`config.mk`:
```
export PLATFORM = sky130hd
export DESIGN_NAME = vic_ctrl
export DESIGN_NICKNAME = d
export VERILOG_FILES = /design/src/core/vic_pkg.sv /design/src/core/vic_ctrl.sv
export SDC_FILE = /design/constraint.sdc
export NUM_CORES = 1
export LEC_CHECK = 0
export ABC_AREA = 1
export BUFFER_PORTS_ARGS = -buffer_cell sky130_fd_sc_hd__buf_2
export CAP_MARGIN = 15
export CORE_MARGIN = 4
export CORE_UTILIZATION = 30
export DETAILED_ROUTE_END_ITERATION = 12
export HOLD_SLACK_MARGIN = 0.03
export PLACE_DENSITY = 0.64
export SYNTH_ARGS = -nofsm -noshare
export SYNTH_HDL_FRONTEND = slang
export SYNTH_SLANG_ARGS = --single-unit
```
`constraint.sdc`:
```
create_clock -name mclk -period 2.4 [get_ports mclk]
set_clock_uncertainty 0.15 [all_clocks]
set_input_delay 0.24 -clock mclk [delete_from_list [all_inputs] [get_ports mclk]]
set_output_delay 0.24 -clock mclk [all_outputs]
set_load 0.01 [all_outputs]
```
`src/core/vic_pkg.sv`:
```
// Constants, register map and vector table of the interrupt controller
package vic_pkg;

    // Number of maskable sources, indexed by fixed priority (0 highest)
    localparam int NUM_SRC = 14;

    // Priority slots
    localparam int PRI_WDT = 0;
    localparam int PRI_PIN0 = 1;
    localparam int PRI_PIN1 = 2;
    localparam int PRI_PIN2 = 3;
    localparam int PRI_PIN3 = 4;
    localparam int PRI_SER_RX = 5;
    localparam int PRI_SER_TX = 6;
    localparam int PRI_WTI = 7;
    localparam int PRI_TM16 = 8;
    localparam int PRI_TM8A = 9;
    localparam int PRI_TM8B = 10;
    localparam int PRI_ADC = 11;
    localparam int PRI_WT = 12;
    localparam int PRI_KEY = 13;

    // Vector addresses
    localparam logic [15:0] VEC_NMI = 16'h0004;
    localparam logic [15:0] VEC_TABLE [NUM_SRC] = '{
        16'h0004, 16'h0006, 16'h0008, 16'h000a, 16'h000c, 16'h000e,
        16'h0012, 16'h0014, 16'h0016, 16'h0018, 16'h001a, 16'h001c,
        16'h001e, 16'h0020
    };

    // Wishbone byte addresses
    localparam logic [7:0] ADDR_PEND_LO = 8'h00;
    localparam logic [7:0] ADDR_PEND_HI = 8'h04;
    localparam logic [7:0] ADDR_DIS_LO = 8'h08;
    localparam logic [7:0] ADDR_DIS_HI = 8'h0c;
    localparam logic [7:0] ADDR_CTRL = 8'h10;
    localparam logic [7:0] ADDR_STAT = 8'h14;

    // Reset values
    localparam logic [7:0] PEND_RST = 8'h00;
    localparam logic [7:0] DIS_RST = 8'hff;
    localparam logic [NUM_SRC-1:0] DIS_RST_VEC = 14'h3fff;
    localparam logic [NUM_SRC-1:0] PEND_RST_VEC = 14'h0000;

    // Layout of the low byte: unused bit 6, transmit in bit 7
    localparam int LO_UNUSED_BIT = 6;
    localparam int LO_TX_BIT = 7;
    localparam int HI_UNUSED_BIT = 7;

    // Control register fields
    localparam int CTRL_IE_BIT = 0;
    localparam int CTRL_WDM_LSB = 1;
    localparam logic [1:0] WDM_INTERVAL = 2'h0;
    localparam logic [1:0] WDM_MODE1 = 2'h1;
    localparam logic [1:0] WDM_MODE2 = 2'h2;

    // Status register fields
    localparam int STAT_REQ_BIT = 16;
    localparam int STAT_NMI_BIT = 17;
    localparam int STAT_STBY_BIT = 18;

    // Service latency in processor clocks
    localparam logic [4:0] SERVICE_MIN_CYC = 5'h09;
    localparam logic [4:0] SERVICE_MAX_CYC = 5'h13;

    typedef enum logic [2:0] {
        VIC_IDLE = 3'b001,
        VIC_WAIT = 3'b010,
        VIC_REQ = 3'b100
    } vic_state_e;

endpackage

```
`src/core/vic_ctrl.sv`:
```
// Vectored interrupt controller with Wishbone register access
`timescale 1ns/10ps
module vic_ctrl
    import vic_pkg::*;
(
    input wire logic mclk,
    input wire logic rst_n,
    input wire logic wb_cyc_i,
    input wire logic wb_stb_i,
    input wire logic wb_we_i,
    input wire logic [7:0] wb_adr_i,
    input wire logic [3:0] wb_sel_i,
    input wire logic [31:0] wb_dat_i,
    output logic [31:0] wb_dat_o,
    output logic wb_ack_o,
    input wire logic watchdog_overflow_irq,
    input wire logic pin_edge_irq_0,
    input wire logic pin_edge_irq_1,
    input wire logic pin_edge_irq_2,
    input wire logic pin_edge_irq_3,
    input wire logic serial_rx_done_irq,
    input wire logic serial_sync_xfer_done_irq,
    input wire logic serial_tx_done_irq,
    input wire logic watch_interval_irq,
    input wire logic timer16_match_irq,
    input wire logic timer8a_match_irq,
    input wire logic timer8b_match_irq,
    input wire logic adc_done_irq,
    input wire logic watch_timer_irq,
    input wire logic key_return_irq,
    input wire logic cpu_ack,
    output logic service_req,
    output logic service_nmi,
    output logic [15:0] service_vector,
    output logic global_irq_enable,
    output logic standby_release
);

    // Lowest set index of a request vector
    function automatic logic [3:0] first_set(input logic [NUM_SRC-1:0] v);
        logic [3:0] idx;
        idx = 4'h0;
        for (int i = NUM_SRC - 1; i >= 0; i--) begin
            if (v[i]) begin
                idx = i[3:0];
            end
        end
        return idx;
    endfunction

    // Low register byte: transmit in bit 7, unused bit 6 reads as fill
    function automatic logic [7:0] lo_byte(input logic [NUM_SRC-1:0] v,
                                           input logic fill);
        return {v[PRI_SER_TX], fill, v[5:0]};
    endfunction

    // High register byte: unused bit 7 reads as fill
    function automatic logic [7:0] hi_byte(input logic [NUM_SRC-1:0] v,
                                           input logic fill);
        return {fill, v[13:7]};
    endfunction

    // Register bytes back into priority order; unused bits are dropped
    function automatic logic [NUM_SRC-1:0] to_prio(input logic [7:0] lo,
                                                   input logic [7:0] hi);
        return {hi[6:0], lo[LO_TX_BIT], lo[5:0]};
    endfunction

    logic [NUM_SRC-1:0] pending_ff;
    logic [NUM_SRC-1:0] nxt_pending;
    logic [NUM_SRC-1:0] disable_ff;
    logic [NUM_SRC-1:0] nxt_disable;
    logic nmi_pend_ff;
    logic nxt_nmi_pend;
    logic ie_ff;
    logic nxt_ie;
    logic [1:0] wdm_ff;
    logic [1:0] nxt_wdm;
    vic_state_e state_ff;
    vic_state_e nxt_state;
    logic [4:0] wait_ff;
    logic [4:0] nxt_wait;
    logic sel_nmi_ff;
    logic [3:0] sel_idx_ff;
    logic [3:0] nxt_sel_idx;
    logic nxt_sel_nmi;
    logic [15:0] vector_ff;
    logic [15:0] nxt_vector;
    logic ack_ff;
    logic nxt_ack;
    logic [31:0] rdata_ff;
    logic [31:0] nxt_rdata;

    // Bus decode
    wire bus_req = wb_cyc_i & wb_stb_i;
    // Writes land in the ack cycle only, so each access writes once
    wire bus_wr = bus_req & wb_we_i & ack_ff & wb_sel_i[0];
    wire hit_pend_lo = (wb_adr_i == ADDR_PEND_LO);
    wire hit_pend_hi = (wb_adr_i == ADDR_PEND_HI);
    wire hit_dis_lo = (wb_adr_i == ADDR_DIS_LO);
    wire hit_dis_hi = (wb_adr_i == ADDR_DIS_HI);
    wire hit_ctrl = (wb_adr_i == ADDR_CTRL);
    wire hit_stat = (wb_adr_i == ADDR_STAT);
    wire wr_pend_lo = bus_wr & hit_pend_lo;
    wire wr_pend_hi = bus_wr & hit_pend_hi;
    wire wr_dis_lo = bus_wr & hit_dis_lo;
    wire wr_dis_hi = bus_wr & hit_dis_hi;
    wire wr_ctrl = bus_wr & hit_ctrl;
    wire [7:0] wbyte = wb_dat_i[7:0];
    wire wd_interval = (wdm_ff == WDM_INTERVAL);
    wire wd_mode1 = (wdm_ff == WDM_MODE1);

    // Source events in priority order
    wire [NUM_SRC-1:0] src_evt;
    assign src_evt[PRI_WDT] = watchdog_overflow_irq & wd_interval;
    assign src_evt[PRI_PIN0] = pin_edge_irq_0;
    assign src_evt[PRI_PIN1] = pin_edge_irq_1;
    assign src_evt[PRI_PIN2] = pin_edge_irq_2;
    assign src_evt[PRI_PIN3] = pin_edge_irq_3;
    assign src_evt[PRI_SER_RX] = serial_rx_done_irq
                               | serial_sync_xfer_done_irq;
    assign src_evt[PRI_SER_TX] = serial_tx_done_irq;
    assign src_evt[PRI_WTI] = watch_interval_irq;
    assign src_evt[PRI_TM16] = timer16_match_irq;
    assign src_evt[PRI_TM8A] = timer8a_match_irq;
    assign src_evt[PRI_TM8B] = timer8b_match_irq;
    assign src_evt[PRI_ADC] = adc_done_irq;
    assign src_evt[PRI_WT] = watch_timer_irq;
    assign src_evt[PRI_KEY] = key_return_irq;

    // Map register bytes onto priority order; unused bits are not stored
    wire [NUM_SRC-1:0] pend_wr_val;
    wire [NUM_SRC-1:0] pend_wr_en;
    wire [NUM_SRC-1:0] dis_wr_val;
    wire [NUM_SRC-1:0] dis_wr_en;
    assign pend_wr_val = to_prio(wbyte, wbyte);
    assign dis_wr_val = to_prio(wbyte, wbyte);
    // Watchdog flag is frozen outside interval mode
    assign pend_wr_en = {{7{wr_pend_hi}}, {7{wr_pend_lo}}}
                      & {{(NUM_SRC-1){1'b1}}, wd_interval};
    assign dis_wr_en = {{7{wr_dis_hi}}, {7{wr_dis_lo}}};

    // Arbitration
    wire [NUM_SRC-1:0] unmasked = pending_ff & ~disable_ff;
    wire any_unmasked = |unmasked;
    wire mask_ok = any_unmasked & ie_ff;
    wire eligible = nmi_pend_ff | mask_ok;
    wire [3:0] win_idx = first_set(unmasked);

    // Acknowledge clears the latched source
    wire take = (state_ff == VIC_REQ) & cpu_ack;
    wire [NUM_SRC-1:0] ack_clr;
    genvar g;
    generate
        for (g = 0; g < NUM_SRC; g++) begin : g_flag
            assign ack_clr[g] = take & ~sel_nmi_ff & (sel_idx_ff == g);
            // Software value, then ack clear, then source set on top
            assign nxt_pending[g] = src_evt[g]
                | (~ack_clr[g] & (pend_wr_en[g] ? pend_wr_val[g]
                                                : pending_ff[g]));
            assign nxt_disable[g] = dis_wr_en[g] ? dis_wr_val[g]
                                                 : disable_ff[g];
        end
    endgenerate

    assign nxt_nmi_pend = (watchdog_overflow_irq & wd_mode1)
                        | (nmi_pend_ff & ~(take & sel_nmi_ff));
    // Hardware clear on acknowledge beats a software write
    assign nxt_ie = take ? 1'b0
                  : (wr_ctrl ? wbyte[CTRL_IE_BIT] : ie_ff);
    assign nxt_wdm = wr_ctrl ? wbyte[CTRL_WDM_LSB +: 2] : wdm_ff;

    // Sequencer: hold the request for the minimum latency first
    always_comb begin
        nxt_state = state_ff;
        nxt_wait = wait_ff;
        nxt_sel_nmi = sel_nmi_ff;
        nxt_sel_idx = sel_idx_ff;
        nxt_vector = vector_ff;
        unique case (state_ff)
            VIC_IDLE: begin
                nxt_wait = 5'h01;
                if (eligible) begin
                    nxt_state = VIC_WAIT;
                end
            end
            VIC_WAIT: begin
                // Conditions withdrawn: fall back and stay pending
                if (!eligible) begin
                    nxt_state = VIC_IDLE;
                end else if (wait_ff >= SERVICE_MIN_CYC - 5'h01) begin
                    // Latch the winner so the vector stays put for the CPU
                    nxt_state = VIC_REQ;
                    nxt_sel_nmi = nmi_pend_ff;
                    nxt_sel_idx = win_idx;
                    nxt_vector = nmi_pend_ff ? VEC_NMI
                                             : VEC_TABLE[win_idx];
                end else begin
                    nxt_wait = wait_ff + 5'h01;
                end
            end
            VIC_REQ: begin
                if (wait_ff != SERVICE_MAX_CYC) begin
                    nxt_wait = wait_ff + 5'h01;
                end
                if (cpu_ack) begin
                    nxt_state = VIC_IDLE;
                end
            end
        endcase
    end

    // Register read mux
    wire [7:0] pend_lo_rd = lo_byte({pending_ff[NUM_SRC-1:1],
                                     pending_ff[PRI_WDT] & wd_interval},
                                    1'b0);
    wire [7:0] pend_hi_rd = hi_byte(pending_ff, 1'b0);
    // Watchdog mask reads its stored bit in every mode
    wire [7:0] dis_lo_rd = lo_byte(disable_ff, 1'b1);
    wire [7:0] dis_hi_rd = hi_byte(disable_ff, 1'b1);
    wire [31:0] ctrl_rd = {29'h0, wdm_ff, ie_ff};
    wire [31:0] stat_rd = {13'h0, standby_release, nmi_pend_ff,
                           service_req, vector_ff};
    wire [31:0] rd_mux =
        hit_pend_lo ? {24'h0, pend_lo_rd} :
        hit_pend_hi ? {24'h0, pend_hi_rd} :
        hit_dis_lo ? {24'h0, dis_lo_rd} :
        hit_dis_hi ? {24'h0, dis_hi_rd} :
        hit_ctrl ? ctrl_rd :
        hit_stat ? stat_rd : 32'h0;

    // A request held through the ack is answered only every other cycle
    assign nxt_ack = bus_req & ~ack_ff;
    // Read data is captured once per access and held for the master
    assign nxt_rdata = nxt_ack ? rd_mux : rdata_ff;

    // Bus answer registers
    always_ff @(posedge mclk or negedge rst_n) begin
        if (!rst_n) begin
            ack_ff <= 1'b0;
        end else begin
            ack_ff <= nxt_ack;
        end
    end

    always_ff @(posedge mclk or negedge rst_n) begin
        if (!rst_n) begin
            rdata_ff <= 32'h0;
        end else begin
            rdata_ff <= nxt_rdata;
        end
    end

    // Flag and control registers; masks come up set so nothing fires
    always_ff @(posedge mclk or negedge rst_n) begin
        if (!rst_n) begin
            pending_ff <= PEND_RST_VEC;
        end else begin
            pending_ff <= nxt_pending;
        end
    end

    always_ff @(posedge mclk or negedge rst_n) begin
        if (!rst_n) begin
            disable_ff <= DIS_RST_VEC;
        end else begin
            disable_ff <= nxt_disable;
        end
    end

    always_ff @(posedge mclk or negedge rst_n) begin
        if (!rst_n) begin
            nmi_pend_ff <= 1'b0;
        end else begin
            nmi_pend_ff <= nxt_nmi_pend;
        end
    end

    always_ff @(posedge mclk or negedge rst_n) begin
        if (!rst_n) begin
            ie_ff <= 1'b0;
        end else begin
            ie_ff <= nxt_ie;
        end
    end

    always_ff @(posedge mclk or negedge rst_n) begin
        if (!rst_n) begin
            wdm_ff <= WDM_INTERVAL;
        end else begin
            wdm_ff <= nxt_wdm;
        end
    end

    // Sequencer registers
    always_ff @(posedge mclk or negedge rst_n) begin
        if (!rst_n) begin
            state_ff <= VIC_IDLE;
        end else begin
            state_ff <= nxt_state;
        end
    end

    always_ff @(posedge mclk or negedge rst_n) begin
        if (!rst_n) begin
            wait_ff <= 5'h0;
        end else begin
            wait_ff <= nxt_wait;
        end
    end

    always_ff @(posedge mclk or negedge rst_n) begin
        if (!rst_n) begin
            sel_nmi_ff <= 1'b0;
        end else begin
            sel_nmi_ff <= nxt_sel_nmi;
        end
    end

    always_ff @(posedge mclk or negedge rst_n) begin
        if (!rst_n) begin
            sel_idx_ff <= 4'h0;
        end else begin
            sel_idx_ff <= nxt_sel_idx;
        end
    end

    always_ff @(posedge mclk or negedge rst_n) begin
        if (!rst_n) begin
            vector_ff <= 16'h0;
        end else begin
            vector_ff <= nxt_vector;
        end
    end

    assign wb_ack_o = ack_ff;
    assign wb_dat_o = rdata_ff;
    assign service_req = (state_ff == VIC_REQ);
    assign service_nmi = sel_nmi_ff;
    assign service_vector = vector_ff;
    assign global_irq_enable = ie_ff;
    // Wakes a halted core even with the global enable off
    assign standby_release = nmi_pend_ff | any_unmasked;

endmodule

```
==> metrics.md <==
| Metric | Value |
|---|---|
| Vias | `3406` |
| Worst skew pair latency | `0.34 ns` |
| Clk sinks | `62` |
| RSZ-0062 raised after global routing | `true` |
| Critical path class | `flip-flop to flip-flop` |
| Worst Path Max Fanout | `4` |
| Initial core utilization | `0.310` |
| CTS HTree Levels | `3` |
| Nets | `651` |
| Final hold violations | `0` |
| Critical path startpoint category | `flip-flop` |
| Inserted Clock Buffers | `9` |
| Total grt overflow | `0` |
| Seq/Total Area, Yosys | `0.419` |
| Post-synth top area share | `0.314` |
| Final wirelength | `10.6 mm` |
| GRT Total Usage | `0.151` |
| Largest net degree at the start of global routing | `36` |
| Power consumption | `0.00319 W` |
| Die area | `14400 µm²` |
| Number of synthesized register bits | `62` |
| Initial antenna violation count | `0` |
| Most frequent cell after synthesis | `nand2_1` |
| Clock transition at the registers of the reported paths | `0.05 ns` |
| Pre-Repair DR Iteration Count | `6` |
| Clk buf depth | `2` |
| Multi-input logic area | `1770 µm²` |
| Critical path required time | `2.52 ns` |
| Worst Hold Class | `input port to flip-flop` |
| Placed Cells | `718` |
| Worst Setup Slack post-DPL | `0.0665 ns` |
| TritonCTS clock tree | `done` |
| Element type at the critical path end | `flip-flop` |
| GPL Wtd Cong | `0.910` |
| PwrDens | `676 nW/µm²` |
| Number of synthesized flops with an enable pin | `0` |
| Worst setup path start | `disable_ff[12]` |
| Max-Slew Margin vs Limit | `0.494` |
| Slew Viols, Final | `0` |
| DR vias/cell | `4.52` |
| Finished Layout Cells | `754` |
| Die span in y | `120 µm` |
| Area of the mapped netlist | `3750 µm²` |
| Number of top-level pins | `118` |
| Post-synth cell types | `44` |
| Max-Cap Viols | `0` |
| Top_reg_cell synth | `dfrtp_1` |
| Outcome | `completed` |
| CORE AREA | `12100 µm²` |
| Row count | `40` |
| Worst R2R Start | `disable_ff[12]` |
| Synth area leader | `dfrtp_1` |
| Arrival time worst endpoint | `2.39 ns` |
| Vias in the first global route | `3229` |
| Total number of yosys warnings | `0` |
| Hpwl dp | `8.32 mm` |
| Crit path to | `service_vector[1]` |
| Die X | `120 µm` |
| Async set or reset register ratio after synthesis | `1.00` |
| RR Endpoint | `service_vector[1]` |
| Area contributors post-synth | `dfrtp_1 (31%), dfstp_2 (11%), nand2_1 (10%)` |
| Routed len/inst | `14.0 µm` |
| Proportion of layout cells with a drive suffix above 1 | `0.247` |
| VDD IR max | `298 µV` |
| LEAKAGE | `2.28 nW` |
| Drt drc | `0` |
| # diodes | `0` |
| FILL cells | `1278` |
| Root Buffer | `clkbuf_16` |
| Seq. cell area | `1570 µm²` |
| Tmin final | `2.27 ns` |
| Worst-Margin Slew | `0.751 ns` |
| Final ANT Viol Nets | `0` |
| 1st-iter DRT viols | `165` |
| Setup ws final | `0.126 ns` |
| Synth top cells by count | `nand2_1 (104), inv_1 (73), dfrtp_1 (47)` |
| R2R depth | `22` |
| Area Growth Syn to Fin | `25.8%` |
| Final worst path period share | `0.948` |
| Final Hold Slack | `0.0336 ns` |
| Register-to-register setup slack | `0.13 ns` |
| IO buf count | `58` |
| Max frequency | `440 MHz` |
| Average size of a mapped cell | `7.70 µm²` |
| Cells after synthesis | `487` |
| Final setup vio count | `0` |
| First-pass GRT wire length | `16.8 mm` |
flip-flops by register name, indices dropped and copies added, names as in the netlist:
name / cells
service_nmi: 1
nmi_pend_ff: 1
wait_ff: 5
wb_ack_o: 1
service_vector: 5
wb_dat_o: 11
wdm_ff: 2
disable_ff: 14
state_ff: 3
pending_ff: 14
global_irq_enable: 1
sel_idx_ff: 4
where the power goes:
| group | internal (W) | switching [W] | leakage (nW) | total, W |
|---|---|---|---|---|
| Clock | 0.000833 | 0.000442 | 0.138 | 0.00127 |
| Sequential | 0.00115 | 0.0000949 | 0.710 | 0.00125 |
| Combinational | 0.000235 | 0.000431 | 1.43 | 0.000666 |
| Total | 0.00222 | 0.000968 | 2.28 | 0.00319 |
metrics by stage:
step | util | area, µm² | TNS [ns]
6_report | 0.390 | 4720 | 0
5_1_grt | 0.390 | 4720 | -0.0225
4_1_cts | 0.386 | 4670 | 0
3_5_place_dp | 0.346 | 4200 | 0
3_3_place_gp | 0.346 | 4200 | 0
2_1_floorplan | - | 3870 | 0
metal layers:
layer  vias to the layer above  track usage  share of wire
met4                         0       0.0680          0.030
met1                      1554        0.208           0.47
met5                         -            0              0
li1                       1697            -              -
met2                       137        0.222           0.43
met3                        18       0.0386          0.070
layout make-up:
type	instances	area share
inverter	84	0.0673
sequential	62	0.333
clock inverter	1	0.00636
clock buffer	15	0.0546
timing repair buffer	87	0.120
tap	168	0.0445
multi-input combinational	337	0.374
cell usage in the layout, fill, tap and decap left out, types with 12 or more instances in the layout:
cell / count
a21oi_1: 16
o21ai_0: 42
inv_1: 71
dfrtp_1: 47
conb_1: 32
buf_2: 58
nand2_2: 12
nand2_1: 101
dfstp_2: 15
dlygate4sd3_1: 19
nor2_1: 36
nand3_1: 18
timing repair:
| item | CTS | global route |
|---|---|---|
| setup buffers | 0 | 1 |
| endpoints found under the hold margin | 40 | 0 |
| hold buffers | 19 | 0 |
| endpoints found under the setup margin | 0 | 3 |
| gates resized for setup | 0 | 12 |
cells by family (layout without fill, tap and decap cells):
family / Yosys count / count (layout) / synth area share
buf+inv: 119 / 187 / 0.152
fa+ha+maj: 5 / 5 / 0.0167
simple gates: 199 / 199 / 0.247
xor+xnor: 2 / 2 / 0.00467
flops: 62 / 62 / 0.419
other cells: 1 / 32 / 0.00100
compound gates: 99 / 99 / 0.160
worst min path at each step:
stage	start	end	slack (ns)	depth (start not counted)
2_1_floorplan	rst_n	global_irq_enable	-0.21	0
3_3_place_gp	rst_n	service_vector[2]	0.17	1
3_5_place_dp	rst_n	service_vector[2]	0.19	1
4_1_cts	wb_dat_i[3]	pending_ff[3]	0.03	3
5_1_grt	wb_dat_i[3]	pending_ff[3]	0.05	3
6_report	wb_dat_i[3]	pending_ff[3]	0.03	3
worst max-delay path: stages (launching register included):
cell,delay [ns]
dfstp_2,0.52
inv_1,0.05
nand2_1,0.06
nand2_1,0.06
nand2_1,0.05
nand2_1,0.05
nand2_1,0.06
nand2_1,0.05
nand2_1,0.05
nand2_1,0.05
nand2_1,0.05
nand2_1,0.05
nand2_1,0.07
nand2_2,0.07
nand2_4,0.08
nand2_4,0.07
ha_4,0.27
inv_2,0.03
o21ai_0,0.15
inv_1,0.06
nand2_1,0.07
nand2_1,0.05
nand2_1,0.05
Power figures use the tool's default switching activity.
